### src/verilog/csm_defs.svh
// constants for the cpu status and mode state block
// Operation
// - 16-bit status word, fields in upper byte
// - level bit: reset 1, user return 0, irq 1
// - privileged op at user level faults instead
// - mask resets 111; admits nonzero level >= mask
// - accepted irq loads mask level+1, 7 stays 111
// - mask load takes effect at once
// - width bit resets 0; widen op sets 1
// - bank resets 000; top bit 0 when wide
// - bank changed only by load, inc, dec, restore, widen
// - bank inc/dec wrap around modulo eight, four when wide
// - sign flag copies result msb
// - zero flag on zero result; bits 5,3 zero
// - half carry from bit 3 to 4
// - parity even gives 1; overflow gives 1
// - subtract flag: add clears, sub sets
// - carry flag on carry or borrow
// - swap exchanges primary and alternate flags
// - stack pointer chosen by operating level
// - reset loads system stack 100h only
// - pc 16 bits narrow, 32 bits wide
// - widening zeroes pc upper half
// - reset loads pc with 8000h
// - control space only via privileged move
`ifndef CSM_DEFS_SVH
`define CSM_DEFS_SVH
`define CSM_SR_LVL     15
`define CSM_SR_MASK    14:12
`define CSM_SR_WIDE    11
`define CSM_SR_BANK    10:8
`define CSM_SR_BANK_TOP 10
`define CSM_SR_FLAGS   7:0
`define CSM_FL_S       7
`define CSM_FL_Z       6
`define CSM_FL_Z5      5
`define CSM_FL_H       4
`define CSM_FL_Z3      3
`define CSM_FL_V       2
`define CSM_FL_N       1
`define CSM_FL_C       0
`define CSM_RST_LVL    1'b1
`define CSM_RST_WIDE   1'b0
`define CSM_RST_MASK   3'h7
`define CSM_MASK_NMI   3'h7
`define CSM_RST_BANK   3'h0
`define CSM_RST_FLAGS  8'h00
`define CSM_RST_SP     32'h0000_0100
`define CSM_RST_PC     32'h0000_8000
`define CSM_PC_NARROW  32'h0000_ffff
`define CSM_CR_USP     4'h0
`endif

### src/verilog/csm_pkg.sv
// types for the cpu status and mode state block
`default_nettype none
package csm_pkg;
    typedef enum logic [3:0] {
        CSM_OP_TO_USER, CSM_OP_MASK_LOAD, CSM_OP_WIDEN, CSM_OP_BANK_LOAD,
        CSM_OP_BANK_INC, CSM_OP_BANK_DEC, CSM_OP_FLAG_SWAP, CSM_OP_FLAG_WRITE,
        CSM_OP_SR_RESTORE, CSM_OP_CR_READ, CSM_OP_CR_WRITE, CSM_OP_NOP
    } csm_op_t;
    typedef enum logic [1:0] {CSM_W8, CSM_W16, CSM_W32} csm_width_t;
endpackage
`default_nettype wire

### src/verilog/csm_alu_if.sv
// result bundle between the core and its flag calculator
`default_nettype none
interface csm_alu_if;
    import csm_pkg::*;
    logic [31:0] res;
    logic [31:0] a;
    logic [31:0] b;
    csm_width_t  width;
    logic        isOvf;
    logic        carry;
    logic        ovf;
    logic        sub;
    logic [7:0]  oldFlags;
    logic [7:0]  newFlags;
    modport core (output res, a, b, width, isOvf, carry, ovf, sub, oldFlags,
                  input newFlags);
    modport calc (input res, a, b, width, isOvf, carry, ovf, sub, oldFlags,
                  output newFlags);
endinterface
`default_nettype wire

### src/verilog/csm_ctrl_mem.sv
// control register storage with registered read
`default_nettype none
module csm_ctrl_mem #(
    parameter int AW = 4,
    parameter int DW = 32
) (
    input  wire logic          clk_sys,
    input  wire logic          we,
    input  wire logic [AW-1:0] wAddr,
    input  wire logic [DW-1:0] wData,
    input  wire logic          re,
    input  wire logic [AW-1:0] rAddr,
    output logic      [DW-1:0] rdData
);
    logic [DW-1:0] mem [2**AW];
    always_ff @(posedge clk_sys) begin
        if (we) begin
            mem[wAddr] <= wData;
        end
    end
    always_ff @(posedge clk_sys) begin
        if (re) begin
            rdData <= mem[rAddr];
        end
    end
endmodule
`default_nettype wire

### src/verilog/csm_flag_calc.sv
// flag byte computation from an alu result
`include "csm_defs.svh"
`default_nettype none
module csm_flag_calc
    import csm_pkg::*;
(
    csm_alu_if.calc bus
);
    logic [31:0] r;
    logic        sgn;
    logic [7:0]  f;
    always_comb begin
        case (bus.width)
            CSM_W8: begin
                r   = {24'h0, bus.res[7:0]};
                sgn = bus.res[7];
            end
            CSM_W16: begin
                r   = {16'h0, bus.res[15:0]};
                sgn = bus.res[15];
            end
            default: begin
                r   = bus.res;
                sgn = bus.res[31];
            end
        endcase
        f = bus.oldFlags;
        f[`CSM_FL_S] = sgn;
        f[`CSM_FL_Z] = (r == 32'h0);
        f[`CSM_FL_N] = bus.sub;
        f[`CSM_FL_C] = bus.carry;
        // 32-bit ops leave half carry and parity as they were
        if (bus.width != CSM_W32) begin
            f[`CSM_FL_H] = bus.a[4] ^ bus.b[4] ^ bus.res[4];
        end
        if (bus.isOvf) begin
            f[`CSM_FL_V] = bus.ovf;
        end else if (bus.width != CSM_W32) begin
            f[`CSM_FL_V] = ~^r;
        end
        f[`CSM_FL_Z5] = 1'b0;
        f[`CSM_FL_Z3] = 1'b0;
        bus.newFlags = f;
    end
endmodule
`default_nettype wire

### src/verilog/csm_state_core.sv
// status word, stack pointers, pc and control space of the cpu core
`include "csm_defs.svh"
`default_nettype none
module csm_state_core
    import csm_pkg::*;
#(
    parameter int CR_AW = 4
) (
    input  wire logic             clk_sys,
    input  wire logic             rst,
    input  wire logic             opValid,
    input  wire csm_op_t          opCode,
    input  wire logic [31:0]      opData,
    input  wire logic [CR_AW-1:0] crAddr,
    input  wire logic             irqTake,
    input  wire logic [2:0]       irqLevel,
    input  wire logic [2:0]       irqReqLevel,
    input  wire logic             aluValid,
    input  wire csm_width_t       aluWidth,
    input  wire logic             aluKindOvf,
    input  wire logic [31:0]      aluA,
    input  wire logic [31:0]      aluB,
    input  wire logic [31:0]      aluResult,
    input  wire logic             aluCarry,
    input  wire logic             aluOverflow,
    input  wire logic             aluSub,
    input  wire logic             pcWrite,
    input  wire logic [31:0]      pcIn,
    input  wire logic             spWrite,
    input  wire logic [31:0]      spIn,
    output logic      [15:0]      statusWord,
    output logic      [7:0]       altFlags,
    output logic      [31:0]      pc,
    output logic      [31:0]      activeSp,
    output logic                  privFault,
    output logic                  irqAdmit,
    output logic      [31:0]      crRdData,
    output logic                  crRdValid
);
    function automatic logic privileged(input csm_op_t op);
        return op inside {CSM_OP_TO_USER, CSM_OP_MASK_LOAD, CSM_OP_WIDEN,
                          CSM_OP_SR_RESTORE, CSM_OP_CR_READ, CSM_OP_CR_WRITE};
    endfunction

    function automatic logic admits(input logic [2:0] mask, input logic [2:0] lvl);
        return (lvl != 3'h0) && (lvl >= mask);
    endfunction

    logic [31:0]      sysSp;
    logic [31:0]      userSp;
    logic             fault;
    logic             doOp;
    logic [15:0]      next_status;
    logic [7:0]       next_alt;
    logic [31:0]      next_pc;
    logic [31:0]      next_sysSp;
    logic [31:0]      next_userSp;
    logic             crWe;
    logic             crRe;
    logic             crRdPend;
    logic [CR_AW-1:0] crRdAddr;
    logic [31:0]      memRdData;

    csm_alu_if aluBus ();
    assign aluBus.res      = aluResult;
    assign aluBus.a        = aluA;
    assign aluBus.b        = aluB;
    assign aluBus.width    = aluWidth;
    assign aluBus.isOvf    = aluKindOvf;
    assign aluBus.carry    = aluCarry;
    assign aluBus.ovf      = aluOverflow;
    assign aluBus.sub      = aluSub;
    assign aluBus.oldFlags = statusWord[`CSM_SR_FLAGS];

    csm_flag_calc u_flags (
        .bus (aluBus.calc)
    );

    // interrupt acceptance outranks any instruction in the same cycle
    always_comb begin
        fault = opValid && privileged(opCode) && !statusWord[`CSM_SR_LVL];
        doOp  = opValid && !fault && !irqTake;
        crWe  = doOp && (opCode == CSM_OP_CR_WRITE);
        crRe  = doOp && (opCode == CSM_OP_CR_READ);
    end

    always_comb begin
        next_status = statusWord;
        next_alt    = altFlags;
        if (aluValid) begin
            next_status[`CSM_SR_FLAGS] = aluBus.newFlags;
        end
        if (irqTake) begin
            next_status[`CSM_SR_LVL] = 1'b1;
            if (irqLevel == `CSM_MASK_NMI) begin
                next_status[`CSM_SR_MASK] = `CSM_MASK_NMI;
            end else begin
                next_status[`CSM_SR_MASK] = irqLevel + 3'h1;
            end
        end else if (doOp) begin
            case (opCode)
                CSM_OP_TO_USER: begin
                    next_status[`CSM_SR_LVL] = 1'b0;
                end
                CSM_OP_MASK_LOAD: begin
                    next_status[`CSM_SR_MASK] = opData[2:0];
                end
                CSM_OP_WIDEN: begin
                    next_status[`CSM_SR_WIDE] = 1'b1;
                end
                CSM_OP_BANK_LOAD: begin
                    next_status[`CSM_SR_BANK] = opData[2:0];
                end
                CSM_OP_BANK_INC: begin
                    next_status[`CSM_SR_BANK] = statusWord[`CSM_SR_BANK] + 3'h1;
                end
                CSM_OP_BANK_DEC: begin
                    next_status[`CSM_SR_BANK] = statusWord[`CSM_SR_BANK] - 3'h1;
                end
                CSM_OP_FLAG_SWAP: begin
                    next_status[`CSM_SR_FLAGS] = altFlags;
                    next_alt = statusWord[`CSM_SR_FLAGS];
                end
                CSM_OP_FLAG_WRITE: begin
                    next_status[`CSM_SR_FLAGS] = opData[7:0];
                end
                CSM_OP_SR_RESTORE: begin
                    next_status = opData[15:0];
                end
                default: begin
                end
            endcase
        end
        if (next_status[`CSM_SR_WIDE]) begin
            next_status[`CSM_SR_BANK_TOP] = 1'b0;
        end
        next_status[`CSM_FL_Z5] = 1'b0;
        next_status[`CSM_FL_Z3] = 1'b0;
        next_alt[`CSM_FL_Z5] = 1'b0;
        next_alt[`CSM_FL_Z3] = 1'b0;
    end

    always_comb begin
        next_pc = pcWrite ? pcIn : pc;
        if (!statusWord[`CSM_SR_WIDE] && next_status[`CSM_SR_WIDE]) begin
            next_pc[31:16] = 16'h0;
        end
        if (!next_status[`CSM_SR_WIDE]) begin
            next_pc = next_pc & `CSM_PC_NARROW;
        end
    end

    // the active pointer follows the level in force when the write lands
    always_comb begin
        next_sysSp  = sysSp;
        next_userSp = userSp;
        if (spWrite) begin
            if (statusWord[`CSM_SR_LVL]) begin
                next_sysSp = spIn;
            end else begin
                next_userSp = spIn;
            end
        end
        if (crWe && (crAddr == `CSM_CR_USP)) begin
            next_userSp = opData;
        end
    end

    always_ff @(posedge clk_sys) begin
        if (rst) begin
            statusWord <= {`CSM_RST_LVL, `CSM_RST_MASK, `CSM_RST_WIDE, `CSM_RST_BANK,
                           `CSM_RST_FLAGS};
            altFlags   <= `CSM_RST_FLAGS;
        end else begin
            statusWord <= next_status;
            altFlags   <= next_alt;
        end
    end

    always_ff @(posedge clk_sys) begin
        if (rst) begin
            pc <= `CSM_RST_PC;
        end else begin
            pc <= next_pc;
        end
    end

    // user pointer is deliberately left alone by reset
    always_ff @(posedge clk_sys) begin
        userSp <= next_userSp;
    end

    always_ff @(posedge clk_sys) begin
        if (rst) begin
            sysSp    <= `CSM_RST_SP;
            activeSp <= `CSM_RST_SP;
        end else begin
            sysSp    <= next_sysSp;
            activeSp <= next_status[`CSM_SR_LVL] ? next_sysSp : next_userSp;
        end
    end

    always_ff @(posedge clk_sys) begin
        if (rst) begin
            privFault <= 1'b0;
            irqAdmit  <= 1'b0;
        end else begin
            privFault <= fault && !irqTake;
            irqAdmit  <= admits(next_status[`CSM_SR_MASK], irqReqLevel);
        end
    end

    csm_ctrl_mem #(
        .AW (CR_AW),
        .DW (32)
    ) u_cr (
        .clk_sys (clk_sys),
        .we      (crWe),
        .wAddr   (crAddr),
        .wData   (opData),
        .re      (crRe),
        .rAddr   (crAddr),
        .rdData  (memRdData)
    );

    always_ff @(posedge clk_sys) begin
        if (rst) begin
            crRdPend  <= 1'b0;
            crRdAddr  <= '0;
            crRdData  <= 32'h0;
            crRdValid <= 1'b0;
        end else begin
            crRdPend  <= crRe;
            crRdAddr  <= crAddr;
            crRdValid <= crRdPend;
            if (crRdPend) begin
                crRdData <= (crRdAddr == `CSM_CR_USP) ? userSp : memRdData;
            end
        end
    end
endmodule
`default_nettype wire
### config.mk
export PLATFORM = sky130hd
export DESIGN_NAME = csm_state_core
export DESIGN_NICKNAME = d
export VERILOG_FILES = /design/src/verilog/csm_pkg.sv /design/src/verilog/csm_alu_if.sv /design/src/verilog/csm_ctrl_mem.sv /design/src/verilog/csm_flag_calc.sv /design/src/verilog/csm_state_core.sv
export VERILOG_INCLUDE_DIRS = /design/src /design/src/verilog
export SDC_FILE = /design/constraint.sdc
export NUM_CORES = 1
export LEC_CHECK = 0
export ABC_AREA = 1
export BUFFER_PORTS_ARGS = -buffer_cell sky130_fd_sc_hd__buf_2
export CAP_MARGIN = 10
export CORE_MARGIN = 2
export CORE_UTILIZATION = 59
export CTS_CLUSTER_DIAMETER = 200
export DETAILED_ROUTE_END_ITERATION = 7
export GPL_ROUTABILITY_DRIVEN = 0
export PLACE_DENSITY = 0.8
export SLEW_MARGIN = 20
export SYNTH_ARGS = -nofsm -noshare
export SYNTH_HDL_FRONTEND = slang
export SYNTH_HIERARCHICAL = 1
export SYNTH_SLANG_ARGS = --single-unit
export TNS_END_PERCENT = 10
### constraint.sdc
create_clock -name clk_sys -period 4.03 [get_ports clk_sys]
set_clock_uncertainty 0.2 [all_clocks]
set_input_delay 0.403 -clock clk_sys [delete_from_list [all_inputs] [get_ports clk_sys]]
set_output_delay 0.403 -clock clk_sys [all_outputs]
set_load 0.05 [all_outputs]
==> flow_summary.yaml, run 1 <==
status:
  outcome: "complete, no violations"
min_path:
  timing.hold.worst.class: "in2reg"
  min_to: "u_cr/mem[10][18]"
  worst_hold_startpoint: "opData[18]"
  worst_hold_path.num_cells: 1
detailed_routing:
  wl_mm: 85.43
  wire_per_inst_um: 19.09
  drc: 0
  drt_first_iter_violations: 2793
  vias_per_cell: 5.596
  postRouteAntennaNets: 0
  detailedRoute.firstPassIterationCount: 6
  routed_via_count: 25050
timing:
  grt_setup_unrepaired: "false"
  maxSlewViolCount: 0
  layout_min_cycle_time_ps: 3268
  worst_slew_pin_slew_ps: 1090
  fmax_ghz: 0.3060
  final_min_period_over_clock_period_pct: 81.10
  setup_viol_count_final: 0
  hold_violations: 0
  timing.setup.tns_ps: 0
  fin_ws_ps: 761.7
  slew_headroom_pct: 27.09
setup_path:
  crit_path_max_fanout: 9
  crit_required_ps: 4380
  worst_r2r_endpoint: "irqAdmit"
  start_kind: "flop"
  critical_path_class: "reg2reg"
  critPathArrivalTime_ps: 3620
  r2r_slack_ps: 760
  critical_path.reg2reg.startpoint: "statusWord[15]"
  timing.reg2reg.worst_path_depth: 14
  worstSetupEndpointType: "flop"
global_route:
  first_global_vias: 24430
  grt_pass1_wl_mm: 130.3
  largest_net_degree_at_the_start_of_global_routing: 130
  grt_usage_pct: 30.09
  grt_remaining_overflow: 0
  initial_antenna_violation_count: 4
clocking:
  cts.reportedPaths.clkPinSlew_ps: 60
  clock_insertion_delay_worst_skew_ps: 620
  cts_num_sinks: 732
  cts_tree: "built"
  cts_buffers: 72
  post-cts-setup-buffers: 0
  clock_tree.root_cell: "clkbuf_16"
  buffer_depth_of_the_longest_clock_path: 3
  htree_num_levels: 3
final_layout:
  final_nets: 3960
  mostFrequentLayoutCell: "nand2_1"
  flow.area_growth_from_synthesis_pct: 15.60
  final_cell_mix: "nand2_1 (1,104), edfxtp_1 (544), nand3_1 (498), inv_1 (485), buf_2 (273)"
  layout.cells.non_filler: 4476
  layout-drive-gt1-share_pct: 12.34
  filler_cell_count: 3636
floorplanning:
  coreArea_um2: 53710
  initial_utilization_pct: 59.54
  die_y_extent_um: 236.8
  ios: 342
  floorplan.rows: 85
  die_area_um2: 56080
  die_width_um: 236.8
job:
  maxCapViolations: 0
synth:
  synthesis.area_per_instance_um2: 9.384
  synthCells: 3408
  synth_area_um2: 31980
  yosys_warning_total: 6
pwr:
  power_spent_charging_and_discharging_nets_uw: 3940
  total_leakage_power_uw: 0.01695
  share_comb_of_total_power_pct: 9.4
  power_per_cell_area_nw_per_um2: 439.6
  vdd_drop_max_v: 0.0003177
  p_int_uw: 12310
  power_switching_share_pct: 24.25
  power.share.sequential_pct: 50.9
  power.share.clock_pct: 39.6
placement:
  port_buffers: 275
  dp_cells: 4259
  detailedPlace.worstSlack_ps: 1088
  post-dp-hpwl_mm: 50.64
flip-flops by register name, indices dropped and copies added (netlist names), 4 cells and up:
name         count
activeSp        32
altFlags         6
crRdAddr         4
crRdData        32
pc              32
statusWord      14
sysSp           32
u_cr/mem       512
u_cr/rdData     32
userSp          32
through the flow:
step	total power (uW)	area [um2]	utilization, %	hold WS (ps)
global placement	9812	33880	63.08	238.7
CTS	16260	36960	68.82	4.004
global route	16710	36970	68.83	27.03
detailed placement	9847	33880	63.08	241.0
finish	16250	36970	68.83	22.41
floorplan	9388	31990	-	244.5
what timing repair did:
action | CTS | global route
setup endpoints to repair | 0 | 0
gates resized for setup | 0 | 0
endpoints found under the hold margin | 170 | 0
hold buffers | 83 | 0
metal layers:
metal	track usage, %	up-vias	routed length (um)
met1	36.60	11840	30880
met5	0	-	13
li1	-	11560	-
met4	16.92	2	4709
met3	4.733	289	7448
met2	51.43	1362	42380
area by class of cell:
class	count	area, um2	area share (%)
clock buffer	95	1961	5.304
tap	696	870.8	2.356
antenna	3	7.507	0.02031
multi-input combinational	2006	9126	24.69
clock inverter	36	292.8	0.7920
inverter	495	1868	5.053
sequential	732	20100	54.37
timing repair buffer	413	2741	7.416
worst max-delay path: stages, from the launching register on:
cell           delay [ps]
dfxtp_1               590
nor2_1                140
nand3_2               140
nand3_4               170
nor2_1                210
inv_1                 100
nand2_1                70
nand3_1                80
and2_1                150
ha_1                  320
nand3_1               130
o211ai_1              110
o311ai_0              140
dlygate4sd3_1         610
inv_1                  60
power groups by stage:
stage | registers (uW) | logic [uW] | clock network [uW]
final | 8270 | 1530 | 6440
after global routing | 8280 | 1660 | 6770
after CTS | 8270 | 1500 | 6490
after detailed placement | 8430 | 1420 | 0
after global placement | 8430 | 1390 | 0
after floorplan | 8580 | 807 | 0
how the worst max path moves through the flow:
stage | from | endpoint | slack [ps] | cells after the start
after floorplan | statusWord[15] | u_cr/mem[10][0] | 500 | 6
after global routing | statusWord[15] | irqAdmit | 570 | 14
after CTS | statusWord[15] | irqAdmit | 900 | 14
after detailed placement | opCode[0] | u_cr/mem[4][23] | 1090 | 9
after global placement | opCode[0] | u_cr/mem[4][20] | 1140 | 9
final | statusWord[15] | irqAdmit | 760 | 14
(Power assumes the default switching activity.)
==> run 2, diff against run 1 <==
--- a/config.mk
+++ b/config.mk
@@ -10,11 +10,11 @@
 export BUFFER_PORTS_ARGS = -buffer_cell sky130_fd_sc_hd__buf_2
 export CAP_MARGIN = 10
 export CORE_MARGIN = 2
-export CORE_UTILIZATION = 59
+export CORE_UTILIZATION = 53
 export CTS_CLUSTER_DIAMETER = 200
 export DETAILED_ROUTE_END_ITERATION = 7
 export GPL_ROUTABILITY_DRIVEN = 0
-export PLACE_DENSITY = 0.8
+export PLACE_DENSITY = 0.76
 export SLEW_MARGIN = 20
 export SYNTH_ARGS = -nofsm -noshare
 export SYNTH_HDL_FRONTEND = slang
==> constraint.sdc (replaced) <==
create_clock -name clk_sys -period 2.75 [get_ports clk_sys]
set_clock_uncertainty 0.2 [all_clocks]
set_input_delay 0.275 -clock clk_sys [delete_from_list [all_inputs] [get_ports clk_sys]]
set_output_delay 0.275 -clock clk_sys [all_outputs]
set_load 0.05 [all_outputs]
==> run 2 against run 1 <==
Against the previous run: total power is 50% higher; sequential share of layout area is 2.2 points lower; critical endpoint unchanged; highest routed layer is now met4; clock power is 54% higher; final cell count is 4.0% higher; global-route usage is 1.6 points lower; sequential power is 46% higher; routed wire length is 5.1% higher.
==> flow_summary.yaml, run 2 (synthesis gave the netlist of run 1 again) <==
status:
  outcome: "complete, no violations"
clocking:
  htree_num_levels: 3
  cts_tree: "built"
  cts.reportedPaths.clkPinSlew_ps: 70
  clock_insertion_delay_worst_skew_ps: 630
  cts_buffers: 74
  buffer_depth_of_the_longest_clock_path: 3
  cts_num_sinks: 732
  clock_tree.root_cell: "clkbuf_16"
setup_path:
  worstSetupEndpointType: "flop"
  critPathArrivalTime_ps: 3080
  critical_path_class: "in2reg"
  crit_required_ps: 3110
  start_kind: "input pin"
  crit_path_max_fanout: 5
final_layout:
  largest_register_ffs: 512
  final_cell_mix: "nand2_1 (1,104), edfxtp_1 (544), nand3_1 (498), inv_1 (486), buf_2 (272)"
  register_ranked_first_by_flip_flop_count: "u_cr/mem"
  final_nets: 4057
  mostFrequentLayoutCell: "nand2_1"
  flow.area_growth_from_synthesis_pct: 20.40
  layout-drive-gt1-share_pct: 13.30
  layout.cells.non_filler: 4656
placement:
  port_buffers: 275
  detailedPlace.worstSlack_ps: 172.6
  dp_cells: 4378
  post-dp-hpwl_mm: 53.86
global_route:
  grt_most_used_layer: "met2"
  global_route.usage.met1_pct: 35.64
  grt_usage_pct: 28.49
  grt_remaining_overflow: 0
  use_met2_pct: 47.50
  grt_pass1_wl_mm: 138.0
  largest_net_degree_at_the_start_of_global_routing: 117
  grt.met3_usage_pct: 4.526
  initial_antenna_violation_count: 1
  first_global_vias: 25030
floorplanning:
  floorplan.rows: 90
  die_y_extent_um: 249.6
  die_area_um2: 62320
  initial_utilization_pct: 53.28
  coreArea_um2: 60020
  ios: 342
  die_width_um: 249.6
detailed_routing:
  wl_mm: 89.80
  detailedRoute.firstPassIterationCount: 6
  routed_via_count: 25490
  postRouteAntennaNets: 0
  drc: 0
  wire_per_inst_um: 19.29
  drt_first_iter_violations: 2693
  vias_per_cell: 5.475
timing:
  slew_headroom_pct: 60.41
  hold_violations: 0
  layout_min_cycle_time_ps: 2711
  fin_ws_ps: 38.75
  maxSlewViolCount: 0
  fmax_ghz: 0.3688
  final_min_period_over_clock_period_pct: 98.59
  worst_slew_pin_slew_ps: 593.8
  setup_viol_count_final: 0
pwr:
  power_per_cell_area_nw_per_um2: 633.5
  total_leakage_power_uw: 0.01758
  vdd_drop_max_v: 0.0004303
job:
  maxCapViolations: 0
min_path:
  timing.hold.worst.class: "in2reg"
-- run 2: cell count changes in the layout (fill, tap and decap cells not counted), moves of 3 or more --
| cell | delta |
|---|---|
| buf_4 | +3 |
| buf_12 | +36 |
| clkbuf_8 | +4 |
| clkbuf_2 | +3 |
| clkinv_1 | -9 |
| dlygate4sd3_1 | +57 |
-- run 2: layout make-up --
cell class | instances | area, um2
fill | 4455 | 21520
timing repair buffer | 508 | 4050
tap | 782 | 978.4
antenna | 1 | 2.502
sequential | 732 | 20100
clock buffer | 105 | 2085
multi-input combinational | 2006 | 9143
clock inverter | 27 | 277.8
inverter | 495 | 1866
-- run 2: power breakdown --
group,switching [uW],total (uW),internal [uW]
registers,82.8,12100,12000
clock network,4200,9890,5680
logic,1610,2390,778
-- run 2: worst paths after layout --
path | from | endpoint | slack [ps] | cells past startpoint
worst max-delay path | opCode[0] | irqAdmit | 40 | 16
worst min-delay path | aluKindOvf | statusWord[2] | 10 | 8
worst max register to register | statusWord[15] | irqAdmit | 220 | 13
worst min register to register | pc[15] | pc[15] | 250 | 2
-- run 2: per-stage QoR --
stage	total power [uW]	TNS [ps]	utilization (%)	hold slack, ps	area [um2]
after floorplan	13760	-18200	-	154.3	32070
after global placement	14440	0	57.78	233.3	34680
after detailed placement	14490	0	57.78	241.3	34680
after CTS	24350	0	64.05	10.65	38440
after global routing	25120	-48.89	64.15	20.63	38500
final	24390	0	64.15	10.07	38500
-- run 2: critical path: stages --
cell and delay (ps):
dlygate4sd3_1 560, buf_2 160, inv_1 90, nand2_1 120
nor2_4 170, nor2_1 90, nor2_4 150, inv_1 110
nand2_1 90, nand3_1 110, and2_1 190, ha_1 340
nand2_1 90, o211ai_1 220, o311ai_1 180, inv_1 120
-- run 2: routing by layer --
metal / vias up / wire length [um]
met1: 12060 / 33340
met2: 1367 / 43500
met5: - / 0
met4: 0 / 5198
li1: 11750 / -
met3: 321 / 7762
-- run 2: repair_timing --
item                                    in CTS  in global routing
endpoints found under the hold margin      615                  0
buffers inserted                             0                  5
resized for setup                            0                  7
endpoints found under the setup margin       0                  3
hold buffers                               140                  0
